--- config.mk ---
export PLATFORM = sky130hd
export DESIGN_NAME = imw_idle_wakeup
export DESIGN_NICKNAME = d
export VERILOG_FILES = /design/src/rtl/imw_idle_wakeup.v
export VERILOG_INCLUDE_DIRS = /design/src /design/src/rtl
export SDC_FILE = /design/constraint.sdc
export NUM_CORES = 1
export LEC_CHECK = 0
export BUFFER_PORTS_ARGS = -buffer_cell sky130_fd_sc_hd__buf_2
export CORE_MARGIN = 1.5
export CORE_UTILIZATION = 40
export CTS_BUF_LIST = sky130_fd_sc_hd__clkbuf_16
export DETAILED_ROUTE_END_ITERATION = 10
export GPL_TIMING_DRIVEN = 0
export PLACE_DENSITY = 0.67
export SLEW_MARGIN = 20
export SYNTH_ARGS = -nofsm -noshare
export SYNTH_HDL_FRONTEND = slang
export SYNTH_SLANG_ARGS = --single-unit
export TNS_END_PERCENT = 20
--- constraint.sdc ---
create_clock -name clock_in -period 2.5 [get_ports clock_in]
set_input_delay 0.5 -clock clock_in [delete_from_list [all_inputs] [get_ports clock_in]]
set_output_delay 0.5 -clock clock_in [all_outputs]
set_load 0.02 [all_outputs]
--- src/rtl/imw_defs.vh ---
// Constants for the idle-mode and pin-wakeup controller.
// Assumes a single 20 MHz clock and a plain address/strobe register port.
`ifndef IMW_DEFS_VH
`define IMW_DEFS_VH

// ----------------------------------------
// Register offsets
// ----------------------------------------
`define IMW_ADDR_WAKE_ENABLE   4'h0
`define IMW_ADDR_WAKE_EDGE     4'h1
`define IMW_ADDR_WAKE_PENDING  4'h2
`define IMW_ADDR_POWER_CTRL    4'h3
`define IMW_ADDR_TIMER_CTRL    4'h4
`define IMW_ADDR_IRQ_STATUS    4'h5
`define IMW_ADDR_IRQ_CLEAR     4'h6
`define IMW_ADDR_IRQ_ENABLE    4'h7
`define IMW_ADDR_STATE         4'h8

// ----------------------------------------
// Field positions
// ----------------------------------------
`define IMW_PWR_IDLE_BIT       0
`define IMW_PWR_HALT_BIT       1
`define IMW_TMR_PEND_BIT       0
`define IMW_TMR_IRQEN_BIT      1
`define IMW_IRQ_WAKE_BIT       0
`define IMW_IRQ_TIMER_BIT      1
`define IMW_IRQ_REFUSED_BIT    2
`define IMW_IRQ_WIDTH          3

// ----------------------------------------
// Timing and reset values
// ----------------------------------------
`define IMW_TIMER_WIDTH        13
`define IMW_TIMER_TAP          12
`define IMW_RESET_BYTE         8'h00
`define IMW_RESET_IRQ          3'h0

// ----------------------------------------
// Power states
// ----------------------------------------
`define IMW_ST_RUN             2'h0
`define IMW_ST_IDLE            2'h1
`define IMW_ST_HALT            2'h2

`endif

--- src/rtl/imw_idle_wakeup.v ---
// Idle/halt power-mode control with eight-pin multi-input wakeup.
// Assumes wakeup pins are asynchronous inputs; the CPU reads run_out.
//
// Overview of operation
// - Idle flag write enters idle; timer runs.
// - Reset or pin wakeup leaves idle mode.
// - Timer bit twelve toggle ends idle.
// - Each bit twelve toggle sets pending flag.
// - Timer interrupt only while its enable set.
// - Enabled timer interrupt serviced, then resume.
// - Disabled timer interrupt: resume directly after idle.
// - Wakeup pins wake or interrupt, per-edge.
// - Wake enable register, one bit per pin.
// - Edge select: one falling, zero rising.
// - Selected edge sets sticky pending bit.
// - Halt refused while enabled pending bit exists.
// - Reset clears enable and edge registers.
// - Pin wakeup resumes; reset restarts at zero.
// - Halt-disable option keeps halt flag zero.
//
// Local design decisions: strobed register access and the placing of the registers.
module imw_idle_wakeup #(
  parameter PINS = 8
) (
  input  wire            clock_in,
  input  wire            srst_in,
  input  wire [3:0]      addr_in,
  input  wire [7:0]      wdata_in,
  input  wire            wr_in,
  input  wire            rd_in,
  input  wire            halt_disable_in,
  input  wire [PINS-1:0] wake_pins_in,
  output reg  [7:0]      rdata_out,
  output wire            run_out,
  output wire            restart_out,
  output wire            timer_irq_out,
  output wire            wake_irq_out,
  output wire            irq_out
);
`include "imw_defs.vh"

  // ----------------------------------------
  // Storage
  // ----------------------------------------
  reg [PINS-1:0]             wake_enable_reg;
  reg [PINS-1:0]             wake_edge_select_reg;
  reg [PINS-1:0]             wake_pending_reg;
  reg [PINS-1:0]             sync1_reg;
  reg [PINS-1:0]             sync2_reg;
  reg [PINS-1:0]             prev_reg;
  reg [`IMW_TIMER_WIDTH-1:0] idle_interval_timer_reg;
  reg                        tap_prev_reg;
  reg                        idle_timer_pending_flag_reg;
  reg                        idle_timer_irq_enable_reg;
  reg [1:0]                  state_reg;
  reg [1:0]                  state_next;
  reg [`IMW_IRQ_WIDTH-1:0]   irq_status_reg;
  reg [`IMW_IRQ_WIDTH-1:0]   irq_enable_reg;
  reg                        restart_reg;

  // ----------------------------------------
  // Decode helpers
  // ----------------------------------------
  function wr_hit;
    input [3:0] a;
    begin
      wr_hit = wr_in && (addr_in == a);
    end
  endfunction

  // Edge qualifiers from synchronised samples
  wire [PINS-1:0] rise_w   = sync2_reg & ~prev_reg;
  wire [PINS-1:0] fall_w   = ~sync2_reg & prev_reg;
  wire [PINS-1:0] hit_w    = (wake_edge_select_reg & fall_w) |
                             (~wake_edge_select_reg & rise_w);
  wire            wake_w   = |(wake_enable_reg & wake_pending_reg);
  wire            toggle_w = idle_interval_timer_reg[`IMW_TIMER_TAP] != tap_prev_reg;
  // Written out in full so the nets follow wr_in and addr_in directly
  wire            pwr_hit_w  = wr_in && (addr_in == `IMW_ADDR_POWER_CTRL);
  wire            idle_req_w = pwr_hit_w && wdata_in[`IMW_PWR_IDLE_BIT];
  wire            halt_req_w = pwr_hit_w && wdata_in[`IMW_PWR_HALT_BIT];
  // A halt request that the pending check or the option blocks
  wire            halt_refused_w = halt_req_w && (halt_disable_in || wake_w);

  // ----------------------------------------
  // Pin synchroniser and edge capture
  // ----------------------------------------
  // First stage is read only by the second, to contain metastability
  always @(posedge clock_in) begin
    sync1_reg <= wake_pins_in;
    sync2_reg <= sync1_reg;
    prev_reg  <= sync2_reg;
  end

  // ----------------------------------------
  // Wakeup registers
  // ----------------------------------------
  // Pending has no reset: it holds whatever it powers up with.
  // Hardware set wins over a software clear in the same cycle.
  always @(posedge clock_in) begin
    if (wr_hit(`IMW_ADDR_WAKE_PENDING)) begin
      wake_pending_reg <= wdata_in[PINS-1:0] | hit_w;
    end else begin
      wake_pending_reg <= wake_pending_reg | hit_w;
    end
  end

  always @(posedge clock_in) begin
    if (srst_in) begin
      wake_enable_reg      <= {PINS{1'b0}};
      wake_edge_select_reg <= {PINS{1'b0}};
    end else begin
      if (wr_hit(`IMW_ADDR_WAKE_ENABLE)) begin
        wake_enable_reg <= wdata_in[PINS-1:0];
      end
      if (wr_hit(`IMW_ADDR_WAKE_EDGE)) begin
        wake_edge_select_reg <= wdata_in[PINS-1:0];
      end
    end
  end

  // ----------------------------------------
  // Idle timer
  // ----------------------------------------
  // Free running; bit twelve toggles every 4096 cycles
  always @(posedge clock_in) begin
    if (srst_in) begin
      idle_interval_timer_reg     <= {`IMW_TIMER_WIDTH{1'b0}};
      tap_prev_reg                <= 1'b0;
      idle_timer_pending_flag_reg <= 1'b0;
      idle_timer_irq_enable_reg   <= 1'b0;
    end else begin
      idle_interval_timer_reg <= idle_interval_timer_reg + 1'b1;
      tap_prev_reg            <= idle_interval_timer_reg[`IMW_TIMER_TAP];
      if (toggle_w) begin
        idle_timer_pending_flag_reg <= 1'b1;
      end else if (wr_hit(`IMW_ADDR_TIMER_CTRL)) begin
        idle_timer_pending_flag_reg <= wdata_in[`IMW_TMR_PEND_BIT];
      end
      if (wr_hit(`IMW_ADDR_TIMER_CTRL)) begin
        idle_timer_irq_enable_reg <= wdata_in[`IMW_TMR_IRQEN_BIT];
      end
    end
  end

  // ----------------------------------------
  // Power state machine
  // ----------------------------------------
  always @* begin
    state_next = state_reg;
    case (state_reg)
      `IMW_ST_RUN: begin
        if (halt_req_w && !halt_refused_w) begin
          state_next = `IMW_ST_HALT;
        end else if (idle_req_w) begin
          state_next = `IMW_ST_IDLE;
        end
      end
      `IMW_ST_IDLE: begin
        // Timer exit resumes inline; interrupt service is gated by enable
        if (wake_w || toggle_w) begin
          state_next = `IMW_ST_RUN;
        end
      end
      `IMW_ST_HALT: begin
        if (wake_w) begin
          state_next = `IMW_ST_RUN;
        end
      end
      default: begin
        state_next = `IMW_ST_RUN;
      end
    endcase
  end

  always @(posedge clock_in) begin
    if (srst_in) begin
      state_reg   <= `IMW_ST_RUN;
      restart_reg <= 1'b1;
    end else begin
      state_reg   <= state_next;
      restart_reg <= 1'b0;
    end
  end

  // ----------------------------------------
  // Interrupt status, clear and enable
  // ----------------------------------------
  wire [`IMW_IRQ_WIDTH-1:0] ev_w = {halt_refused_w, toggle_w, |hit_w};

  always @(posedge clock_in) begin
    if (srst_in) begin
      irq_status_reg <= `IMW_RESET_IRQ;
      irq_enable_reg <= `IMW_RESET_IRQ;
    end else begin
      if (wr_hit(`IMW_ADDR_IRQ_CLEAR)) begin
        irq_status_reg <= (irq_status_reg & ~wdata_in[`IMW_IRQ_WIDTH-1:0]) | ev_w;
      end else begin
        irq_status_reg <= irq_status_reg | ev_w;
      end
      if (wr_hit(`IMW_ADDR_IRQ_ENABLE)) begin
        irq_enable_reg <= wdata_in[`IMW_IRQ_WIDTH-1:0];
      end
    end
  end

  // ----------------------------------------
  // Read port
  // ----------------------------------------
  // Unmapped and write-only addresses read as zero
  always @(posedge clock_in) begin
    if (srst_in) begin
      rdata_out <= `IMW_RESET_BYTE;
    end else if (rd_in) begin
      case (addr_in)
        `IMW_ADDR_WAKE_ENABLE:  rdata_out <= wake_enable_reg;
        `IMW_ADDR_WAKE_EDGE:    rdata_out <= wake_edge_select_reg;
        `IMW_ADDR_WAKE_PENDING: rdata_out <= wake_pending_reg;
        `IMW_ADDR_POWER_CTRL:   rdata_out <= {6'h00, state_reg == `IMW_ST_HALT,
                                              state_reg == `IMW_ST_IDLE};
        `IMW_ADDR_TIMER_CTRL:   rdata_out <= {6'h00, idle_timer_irq_enable_reg,
                                              idle_timer_pending_flag_reg};
        `IMW_ADDR_IRQ_STATUS:   rdata_out <= {5'h00, irq_status_reg};
        `IMW_ADDR_IRQ_ENABLE:   rdata_out <= {5'h00, irq_enable_reg};
        `IMW_ADDR_STATE:        rdata_out <= {6'h00, state_reg};
        default:                rdata_out <= `IMW_RESET_BYTE;
      endcase
    end else begin
      rdata_out <= `IMW_RESET_BYTE;
    end
  end

  // ----------------------------------------
  // Outputs
  // ----------------------------------------
  assign run_out       = state_reg == `IMW_ST_RUN;
  assign restart_out   = restart_reg;
  assign timer_irq_out = idle_timer_pending_flag_reg & idle_timer_irq_enable_reg;
  assign wake_irq_out  = wake_w;
  assign irq_out       = |(irq_status_reg & irq_enable_reg);

endmodule

Word level (Yosys, flattened, before mapping)
Cells that the tools add are included.
{"block": "classes", "addsub": 1, "n_mux": 11, "n_reduce_logical": 22, "bitwise_logic": 18, "eq_ne": 14}
{"operator": "8-bit one-hot mux with 8 select lines", "n": 1}
{"operator": "8-bit bitwise AND", "n": 5}
{"operator": "8-bit inverter", "n": 3}
{"operator": "8-bit bitwise OR", "n": 3}
{"operator": "4-bit by 3-bit equality test with 1-bit output, second input constant", "n": 4}
{"operator": "8-bit OR reduction", "n": 2}
{"operator": "13-bit by 1-bit adder with 13-bit output, second input constant", "n": 1}
{"operator": "1-bit logical AND", "n": 11}
{"operator": "4-bit by 2-bit equality test with 1-bit output, second input constant", "n": 2}
{"operator": "2-bit 2-to-1 mux", "n": 4}
{"operator": "8-bit 2-to-1 mux", "n": 1}
{"operator": "3-bit bitwise AND", "n": 2}
{"operator": "3-bit bitwise OR", "n": 2}
{"operator": "2-bit one-hot mux with 3 select lines", "n": 1}
{"operator": "4-bit by 1-bit equality test with 1-bit output, second input constant", "n": 1}
{"operator": "4-bit equality test, second input constant", "n": 1}
{"operator": "4-bit zero test", "n": 1}
{"operator": "2-bit inequality test, second input constant", "n": 2}
{"operator": "1-bit 2-to-1 mux", "n": 3}
{"operator": "3-bit 2-to-1 mux", "n": 1}
{"operator": "3-bit by 1-bit inequality test with 1-bit output, second input constant", "n": 1}
{"operator": "3-bit inverter", "n": 1}
{"operator": "3-bit AND reduction", "n": 1}
{"operator": "3-bit OR reduction", "n": 1}
{"operator": "other kinds (10)", "n": 11}
{"block": "word_totals", "reg_bits": 81, "output_inout_bits": 13, "inputBits": 25}

Longest topological paths before layout
Gate-level depths: netlist of run 1.
{"block": "logic_depth", "word_depth": 8, "depth_mapped": 7}

Least setup slack after synthesis of run 1
OpenSTA, ideal clock, no wires.
{"block": "synth_timing", "path_type": "input port to flip-flop", "startpoint": "input port addr_in[2]", "endpoint": "register wake_pending_reg[1]", "setup_time_ns": 0.120, "slack_ns": 0.932, "path_stages": 4, "arrival_time_ns": 1.448, "n_path_buf": 1, "path_cell_list": "buf_2 -> nor3b_4 -> nand2_1 -> a211o_1"}
{"block": "synth_via", "elab_chain_len": 3}
{"element": "start, declared", "line": "imw_idle_wakeup.v:27", "text": "input wire [3:0] addr_in,"}
{"element": "4-bit by 2-bit equality test with 1-bit output", "line": "imw_idle_wakeup.v:67", "text": "wr_hit = wr_in && (addr_in == a);"}
{"element": "1-bit logical AND", "line": "imw_idle_wakeup.v:67"}
{"element": "8-bit 2-to-1 mux", "line": "imw_idle_wakeup.v:101", "text": "if (wr_hit(`IMW_ADDR_WAKE_PENDING)) begin"}
{"element": "end signal, assigned", "line": "imw_idle_wakeup.v:102", "text": "wake_pending_reg <= wdata_in[PINS-1:0] | hit_w;"}
{"element": "end signal, assigned", "line": "imw_idle_wakeup.v:104", "text": "wake_pending_reg <= wake_pending_reg | hit_w;"}
{"element": "end, declared", "line": "imw_idle_wakeup.v:47", "text": "reg [PINS-1:0] wake_pending_reg;"}
No other way between the ends.
A chain may end at the register's enable or synchronous reset.

Worst setup path in the final report of run 1
{"block": "layout_timing", "startpoint": "register wake_pending_reg[4]", "endpoint": "output port wake_irq_out"}
{"block": "layout_via", "elab_chain_len": 2}
{"element": "8-bit bitwise AND", "line": "imw_idle_wakeup.v:76", "text": "wire wake_w = |(wake_enable_reg & wake_pending_reg);"}
{"element": "8-bit OR reduction", "line": "imw_idle_wakeup.v:76"}
{"element": "end, declared", "line": "imw_idle_wakeup.v:37", "text": "output wire wake_irq_out,"}
No other way between the ends.

==> impl_metrics.py, run 1 <==
metrics = {
    "status": {
        "status": "complete, no violations",
    },
    "clock_network": {
        "cts_made_buffers": 9,
        "h-tree-depth": 3,
        "insertion_delay_ns": 0.33,
        "cts_tree": "yes",
        "cts.sinks": 81,
        "clockRootBuffer": "clkbuf_16",
        "cts_setup_buffers": 0,
        "path_clk_slew_ns": 0.06,
        "hold_buffers": 0,
        "cts.repair.resized": 0,
        "clockBufferDepth": 2,
    },
    "synthesis": {
        "synth_xor_area_frac": 0.0303,
        "yosys.area_share.simple": 0.266,
        "synthAdderAreaFrac": 0.00394,
        "synth-edff-count": 0,
        "synthCells": 354,
        "ys.flop_type": "dfxtp_1",
        "synth_compound_area_frac": 0.109,
        "syn-num-nets": 380,
        "synth_top_family_by_area": "simple AND/OR/NAND/NOR gates",
        "avgSynthCellArea_sq_um": 8.97,
        "synthArstFlopShare": 0,
        "netlist_area_sq_um": 3180,
        "synth.area.mux_share": 0.0445,
        "ys_types": 44,
        "yosys_register_bits": 81,
        "yosysWarnings": 0,
        "yosysSeqAreaShare": 0.510,
    },
    "critical_path": {
        "critical_path.max_stage_delay_ns": 0.33,
        "crit_required_ns": 2.00,
        "critPathMaxFanout": 5,
        "cp-end-kind": "output pin",
        "cp_slowest_cell": "dfxtp_1",
        "start_kind": "flop",
        "cp_num_buf_inv": 1,
        "crit_chain": "a22oi_1 > nand4_1 > buf_2",
        "worstSetupPathType": "reg2out",
        "crit_arrival_ns": 1.49,
        "worst_path_dominant_cell_family": "flip-flops",
    },
    "detailed_routing": {
        "wl_per_cell_microns": 14.4,
        "vias": 2651,
        "drtPass1Iterations": 5,
        "drc": 0,
        "drt_iter0_drc": 187,
        "wirelength_microns": 7290,
        "drt-vias-per-instance": 5.23,
        "ant_nets": 0,
    },
    "final_layout": {
        "layout_commonest_cell": "dfxtp_1",
        "diodes": 0,
        "nets": 426,
        "area_growth_pct": 17.9,
        "largest_reg_flops": 13,
        "fin_area_sq_um": 3740,
        "drive_gt1_frac": 0.168,
        "instances_no_fill": 507,
        "final_cell_mix": "dfxtp_1 (81), nand2_1 (46), buf_2 (46), nand3_1 (33), a21oi_1 (29)",
    },
    "global_route": {
        "grt_pass1_wl_microns": 12000,
        "grt_pass1_vias": 2415,
        "grt_max_degree": 14,
        "antenna_found_initial": 0,
        "grt.total_usage": 0.183,
        "grt_overflow": 0,
    },
    "sta": {
        "worst_pin_slew_ns": 0.534,
        "rsz0062_at_grt": "false",
        "max_slew_margin": 0.644,
        "skew_ns": 0.00656,
        "setup_viol": 0,
        "slew_violations": 0,
        "finalCritPeriodShare": 0.796,
        "final-hold-violation-count": 0,
        "final.min_clock_period_ns": 1.99,
        "timing.fmax_ghz": 0.502,
        "fin_setup_tns_ns": 0,
    },
    "power": {
        "max-vdd-ir-drop_mv": 0.403,
        "p_leak_nw": 1.46,
        "powerDensity_nw_per_um2": 722,
    },
    "floorplanning": {
        "initial_core_util": 0.413,
        "io-pin-count": 38,
        "die_height_microns": 92.1,
        "row_count": 32,
        "die_area_sq_um": 8490,
        "coreArea_sq_um": 7690,
        "die_width_microns": 92.1,
    },
    "worst_hold_path": {
        "min_path_type": "in2reg",
    },
    "placement": {
        "gp_congestion": 0.847,
        "dp_hpwl_microns": 5060,
        "portBuffers": 35,
        "dpl.cell_count": 491,
        "postPlaceCellArea_sq_um": 3480,
    },
    "job": {
        "maxCapViolations": 0,
    },
}
## where the power goes
| group | total (mW) | internal [mW] | switching, mW |
|---|---|---|---|
| clock network | 1.17 | 0.660 | 0.506 |
| registers | 1.36 | 1.33 | 0.0264 |
| logic | 0.177 | 0.0685 | 0.109 |
## synth_stat cells (6+ instances only)
cell | n | share of area
buf_2 | 11 | 0.017
nand3b_1 | 9 | 0.021
clkbuf_1 | 9 | 0.011
nor2_1 | 27 | 0.032
nor4_1 | 6 | 0.012
o21ai_0 | 6 | 0.0095
mux2i_1 | 13 | 0.041
nor2b_1 | 7 | 0.014
nand2_1 | 46 | 0.054
dfxtp_1 | 81 | 0.51
xnor2_1 | 8 | 0.022
o22ai_1 | 10 | 0.020
nand3_1 | 33 | 0.052
a21oi_1 | 29 | 0.046
nand2b_1 | 8 | 0.016
## cells by family after synthesis
family          after synthesis
simple gates                162
flops                        81
compound gates               59
buf+inv                      26
mux                          14
xor+xnor                     11
fa+ha+maj                     1
## through the flow
| step | utilization | total power [mW] | setup slack (ns) | hold slack, ns |
|---|---|---|---|---|
| final | 0.487 | 2.70 | 0.509 | 0.262 |
| after global routing | 0.487 | 2.81 | 0.462 | 0.252 |
| after CTS | 0.487 | 2.72 | 0.507 | 0.252 |
| after detailed placement | 0.453 | 1.56 | 0.522 | 0.312 |
| after global placement | 0.453 | 1.56 | 0.552 | 0.311 |
| after floorplan | - | 1.49 | 0.932 | 0.310 |
## final cells by class
class / instances / area [sq um]
Clock inverter: 7 / 40.0
Timing Repair Buffer: 35 / 175
Clock buffer: 9 / 225
Fill cell: 756 / 3940
Multi-Input combinational cell: 247 / 1440
Sequential cell: 81 / 1620
Buffer: 21 / 92.6
Inverter: 5 / 18.8
Tap cell: 102 / 128
## worst register-to-register path, cell delays in order (launching register included)
cell	delay [ns]
dfxtp_1	0.33
a22oi_1	0.27
nand4_1	0.30
o311ai_0	0.34
o21ai_0	0.13
## layer usage
layer  vias up  GRT usage  routed length (microns)
met1      1242      0.250                     3500
met5         -          0                        0
li1       1326          -                        -
met2        73      0.274                     3270
met4         0     0.0667                      112
met3        10     0.0531                      400
## worst paths after layout
kind,startpoint,endpoint,slack [ns],cells past startpoint
worst min-delay path,wake_pins_in[4],sync1_reg[4],0.26,1
worst min register to register,sync1_reg[7],sync2_reg[7],0.33,0
worst max-delay path,wake_pending_reg[4],wake_irq_out,0.51,3
worst max register to register,wake_pending_reg[4],state_reg[0],1.01,4
(Power assumes the default switching activity.)
==> run 2, diff against run 1 <==
--- a/config.mk
+++ b/config.mk
@@ -6,6 +6,7 @@
 export SDC_FILE = /design/constraint.sdc
 export NUM_CORES = 1
 export LEC_CHECK = 0
+export ABC_AREA = 1
 export BUFFER_PORTS_ARGS = -buffer_cell sky130_fd_sc_hd__buf_2
 export CORE_MARGIN = 1.5
 export CORE_UTILIZATION = 40
==> constraint.sdc (replaced) <==
create_clock -name clock_in -period 1.84 [get_ports clock_in]
set_input_delay 0.368 -clock clock_in [delete_from_list [all_inputs] [get_ports clock_in]]
set_output_delay 0.368 -clock clock_in [all_outputs]
set_load 0.02 [all_outputs]
==> run 2 against run 1 <==
Effect of this change: first-iteration DRC count is 53% lower; sequential share of layout area down 0.71 points; final cell count rose by 12%; synthesized cell count is 16% higher; register-to-register slack got worse by 0.69 ns; via count up 3.0%; combinational power is 63% higher; total power increased by 42%; largest cell class unchanged; highest routed layer unchanged.
==> impl_metrics.py, run 2 <==
metrics = {
    "critical_path": {
        "r2r_cells": 10,
        "cp.depth": 5,
        "crit_top_cell": "nand2_1",
        "crit_required_ns": 1.47,
        "cp_num_buf_inv": 1,
        "critPathMaxFanout": 3,
        "crit_arrival_ns": 1.25,
        "rr_startpoint": "idle_interval_timer_reg[0]",
        "crit_chain": "nand2_1 > nand2_1 > nor2_1 > nand2_1 > buf_2",
        "critical_path.max_stage_delay_ns": 0.32,
        "cp_slowest_cell": "dfxtp_1",
        "worstSetupPathType": "reg2out",
        "cp-end-kind": "output pin",
        "r2r_slack_ns": 0.32,
        "worst_path_dominant_cell_family": "simple AND/OR/NAND/NOR gates",
        "start_kind": "flop",
        "r2r-end": "idle_interval_timer_reg[12]",
    },
    "clock_network": {
        "insertion_delay_ns": 0.33,
        "cts.repair.resized": 0,
        "hold_buffers": 0,
        "cts.sinks": 81,
        "cts_setup_buffers": 0,
        "cts_made_buffers": 9,
        "clockRootBuffer": "clkbuf_16",
        "cts_tree": "yes",
        "path_clk_slew_ns": 0.06,
        "clockBufferDepth": 2,
        "h-tree-depth": 3,
    },
    "sta": {
        "setup_viol": 0,
        "max_slew_margin": 0.584,
        "skew_ns": 0.00485,
        "finalCritPeriodShare": 0.881,
        "fin_setup_tns_ns": 0,
        "whs_ns": 0.134,
        "final-hold-violation-count": 0,
        "setup_ws_ns": 0.219,
        "rsz0062_at_grt": "false",
        "slew_violations": 0,
        "worst_pin_slew_ns": 0.624,
        "timing.fmax_ghz": 0.617,
        "final.min_clock_period_ns": 1.62,
    },
    "global_route": {
        "grt_max_degree": 14,
        "grt.total_usage": 0.180,
        "grt_overflow": 0,
        "grt_pass1_wl_microns": 11800,
        "antenna_found_initial": 0,
        "grt_pass1_vias": 2588,
    },
    "status": {
        "status": "complete, no violations",
    },
    "floorplanning": {
        "coreArea_sq_um": 7730,
        "io-pin-count": 38,
        "die_area_sq_um": 8570,
        "die_height_microns": 92.6,
        "row_count": 32,
        "die_width_microns": 92.6,
        "initial_core_util": 0.415,
    },
    "final_layout": {
        "layout_commonest_cell": "nand2_1",
        "fin_area_sq_um": 3810,
        "largest_reg_flops": 13,
        "area_growth_pct": 18.7,
        "final_cell_mix": "nand2_1 (90), dfxtp_1 (81), inv_1 (61), buf_2 (39), a21oi_1 (34)",
        "nets": 485,
        "drive_gt1_frac": 0.175,
        "diodes": 0,
    },
    "synthesis": {
        "ys.flop_type": "dfxtp_1",
        "yosys.area.top_type_share": 0.505,
        "netlist_area_sq_um": 3210,
        "synthCells": 411,
        "ys_types": 32,
        "yosys.area.top_type": "dfxtp_1",
        "yosys_register_bits": 81,
        "yosysSeqAreaShare": 0.505,
        "yosysWarnings": 0,
        "avgSynthCellArea_sq_um": 7.81,
        "synthTopCellsByCount": "nand2_1 (90), dfxtp_1 (81), inv_1 (61)",
        "syn-num-nets": 437,
        "synth-edff-count": 0,
        "synthArstFlopShare": 0,
        "synthTopCellsByArea": "dfxtp_1 (51%), nand2_1 (11%), inv_1 (7.1%)",
        "synth_most_common_cell": "nand2_1",
    },
    "worst_hold_path": {
        "min_path_type": "in2reg",
        "hold_depth": 1,
        "whs_endpoint": "sync1_reg[1]",
        "hold_path_startpoint": "wake_pins_in[1]",
    },
    "placement": {
        "postPlaceCellArea_sq_um": 3520,
        "place_ws_ns": 0.290,
        "portBuffers": 37,
        "gp_congestion": 0.911,
        "dp_hpwl_microns": 5110,
    },
    "detailed_routing": {
        "drc": 0,
        "vias": 2731,
        "ant_nets": 0,
        "wirelength_microns": 6980,
        "drt-vias-per-instance": 4.83,
        "drtPass1Iterations": 5,
        "wl_per_cell_microns": 12.3,
        "drt_iter0_drc": 87,
    },
    "power": {
        "powerDensity_nw_per_um2": 1010,
        "power_mw": 3.84,
        "max-vdd-ir-drop_mv": 0.380,
        "p_leak_nw": 1.69,
    },
    "job": {
        "maxCapViolations": 0,
    },
}
## run 2: logic make-up after synthesis
group | synth area share
compound gates | 0.168
simple gates | 0.227
xor+xnor | 0.00273
flops | 0.505
fa+ha+maj | 0.00390
buf+inv | 0.0928
## run 2: where the power goes
group / total, mW / internal, mW / switching [mW]
Combinational: 0.289 / 0.0978 / 0.191
Clock: 1.70 / 1.03 / 0.664
Sequential: 1.85 / 1.82 / 0.0325
## run 2: area by class of cell
| class | count | area, sq um |
|---|---|---|
| clock buffer | 9 | 225 |
| multi-input combinational | 255 | 1290 |
| tap | 102 | 128 |
| clock inverter | 7 | 61.3 |
| inverter | 68 | 258 |
| buffer | 7 | 40.0 |
| fill | 732 | 3920 |
| sequential | 81 | 1620 |
| timing repair buffer | 37 | 185 |
## run 2: worst max-delay path by stage
stage | to | start
3_3_place_gp | wake_edge_select_reg[5] | wr_in
6_report | wake_irq_out | wake_pending_reg[6]
3_5_place_dp | wake_edge_select_reg[5] | wr_in
4_1_cts | wake_irq_out | wake_pending_reg[4]
2_1_floorplan | idle_interval_timer_reg[12] | idle_interval_timer_reg[0]
5_1_grt | wake_irq_out | wake_pending_reg[7]
## run 2: layer usage
layer	vias to the layer above	part of all wire	GRT usage
met2	69	0.46	0.279
met3	21	0.054	0.0476
met1	1220	0.46	0.226
li1	1421	-	-
met5	-	0	0
met4	0	0.027	0.0987
## run 2: metrics by stage
| stage | util | cells |
|---|---|---|
| final | 0.493 | 566 |
| after global routing | 0.493 | 566 |
| after CTS | 0.493 | 566 |
| after detailed placement | 0.456 | 550 |
| after global placement | 0.456 | 550 |
| after floorplan | - | 411 |
==> run 3, diff against run 2 <==
--- a/config.mk
+++ b/config.mk
@@ -9,11 +9,11 @@
 export ABC_AREA = 1
 export BUFFER_PORTS_ARGS = -buffer_cell sky130_fd_sc_hd__buf_2
 export CORE_MARGIN = 1.5
-export CORE_UTILIZATION = 40
+export CORE_UTILIZATION = 50
 export CTS_BUF_LIST = sky130_fd_sc_hd__clkbuf_16
 export DETAILED_ROUTE_END_ITERATION = 10
 export GPL_TIMING_DRIVEN = 0
-export PLACE_DENSITY = 0.67
+export PLACE_DENSITY = 0.79
 export SLEW_MARGIN = 20
 export SYNTH_ARGS = -nofsm -noshare
 export SYNTH_HDL_FRONTEND = slang
==> run 3 against run 2 <==
Effect of this change: sequential power about the same; critical path depth unchanged; critical path type unchanged; first-iteration DRC count up 71%; via count up 3.1%; flip-flop and latch count unchanged; non-clock buffer count unchanged.
==> impl_metrics.py, run 3 (synthesized netlist as in run 2, its figures left out) <==
metrics = {
    "status": {
        "status": "complete, no violations",
    },
    "critical_path": {
        "rr_startpoint": "idle_interval_timer_reg[0]",
        "r2r_slack_ns": 0.30,
        "crit_arrival_ns": 1.26,
        "cp-end-kind": "output pin",
        "crit_start": "wake_pending_reg[7]",
        "r2r_cells": 10,
        "critPathMaxFanout": 3,
        "worstSetupPathType": "reg2out",
        "crit_required_ns": 1.47,
        "start_kind": "flop",
        "r2r-end": "idle_interval_timer_reg[12]",
        "cp-endpoint": "wake_irq_out",
    },
    "global_route": {
        "grt_pass1_vias": 2748,
        "antenna_found_initial": 0,
        "grt_pass1_wl_microns": 12400,
        "grt.total_usage": 0.225,
        "grt_max_degree": 14,
        "grt_overflow": 0,
    },
    "placement": {
        "gp_congestion": 0.897,
        "place_ws_ns": 0.299,
        "portBuffers": 37,
        "dp_hpwl_microns": 5140,
    },
    "sta": {
        "timing.fmax_ghz": 0.614,
        "final.min_clock_period_ns": 1.63,
        "max_slew_margin": 0.552,
        "final-hold-violation-count": 0,
        "skew_ns": 0.00485,
        "slew_violations": 0,
        "finalCritPeriodShare": 0.886,
        "setup_ws_ns": 0.210,
        "setup_viol": 0,
        "rsz0062_at_grt": "false",
        "fin_setup_tns_ns": 0,
        "worst_pin_slew_ns": 0.671,
    },
    "final_layout": {
        "finish.utilization": 0.613,
        "area_growth_pct": 19.9,
        "largest_reg_flops": 13,
        "drive_gt1_frac": 0.175,
        "final_cell_mix": "nand2_1 (90), dfxtp_1 (81), inv_1 (62), buf_2 (39), a21oi_1 (34)",
        "diodes": 0,
        "layout_commonest_cell": "nand2_1",
        "nets": 485,
    },
    "power": {
        "p_leak_nw": 1.72,
        "combPwrFrac": 0.068,
        "switching_share": 0.212,
        "p_seq_frac": 0.433,
        "clkPwrFrac": 0.499,
        "power_mw": 4.28,
        "switching_power_mw": 0.909,
        "powerDensity_nw_per_um2": 1110,
        "max-vdd-ir-drop_mv": 0.986,
        "internal_power_mw": 3.37,
    },
    "detailed_routing": {
        "drc": 0,
        "drt_iter0_drc": 149,
        "drt-vias-per-instance": 5.21,
        "wirelength_microns": 7230,
        "ant_nets": 0,
        "drtPass1Iterations": 5,
        "vias": 2815,
        "wl_per_cell_microns": 13.4,
    },
    "job": {
        "maxCapViolations": 0,
    },
    "clock_network": {
        "path_clk_slew_ns": 0.06,
        "h-tree-depth": 3,
        "cts.repair.resized": 0,
        "cts.sinks": 81,
        "cts_setup_buffers": 0,
        "clockRootBuffer": "clkbuf_16",
        "cts_tree": "yes",
        "insertion_delay_ns": 0.34,
        "hold_buffers": 0,
        "clockBufferDepth": 2,
        "cts_made_buffers": 9,
    },
    "worst_hold_path": {
        "min_path_type": "in2reg",
    },
    "floorplanning": {
        "coreArea_sq_um": 6280,
        "initial_core_util": 0.511,
        "die_width_microns": 83.1,
        "die_area_sq_um": 6910,
        "die_height_microns": 83.1,
        "io-pin-count": 38,
        "row_count": 29,
    },
}
run 3: power by group through the flow:
stage	Sequential (mW)	Combinational [mW]	Clock, mW
6_report	1.85	0.290	2.14
5_1_grt	1.86	0.326	2.25
4_1_cts	1.85	0.289	2.17
3_5_place_dp	1.89	0.285	0
3_3_place_gp	1.89	0.279	0
2_1_floorplan	1.89	0.184	0
run 3: worst min-delay path by stage:
stage                          startpoint            to  cells after the start
after floorplan              sync1_reg[0]  sync2_reg[0]                      0
after global placement       sync1_reg[7]  sync2_reg[7]                      0
after detailed placement     sync1_reg[2]  sync2_reg[2]                      0
after CTS                 wake_pins_in[5]  sync1_reg[5]                      1
after global routing      wake_pins_in[5]  sync1_reg[5]                      1
final                     wake_pins_in[5]  sync1_reg[5]                      1
run 3: cell type report:
type,count,area [sq um]
Fill cell,541,2430
Sequential cell,81,1620
Multi-Input combinational cell,255,1290
Inverter,68,258
Clock buffer,9,225
Timing Repair Buffer,37,185
Clock inverter,6,133
Tap cell,77,96.3
Buffer,7,40.0
run 3: through the flow:
step                      cells  cell area (sq um)  hold slack [ns]
after global placement      525               3490            0.310
after CTS                   540               3850            0.125
after detailed placement    525               3490            0.312
final                       540               3850            0.129
after global routing        540               3850            0.127
after floorplan             411               3210            0.310
run 3: layer usage:
layer  vias to the layer above  wire length (microns)  GRT usage
li1                       1420                      -          -
met1                      1283                   3070      0.278
met4                         0                    189      0.138
met5                         -                      0          0
met3                        20                    510     0.0467
met2                        92                   3460      0.362
run 3: worst max-delay path: stages, from the launching register on:
cell,delay (ns)
dfxtp_1,0.33
nand2_1,0.07
nand2_1,0.05
nor2_1,0.21
nand2_1,0.10
buf_2,0.17
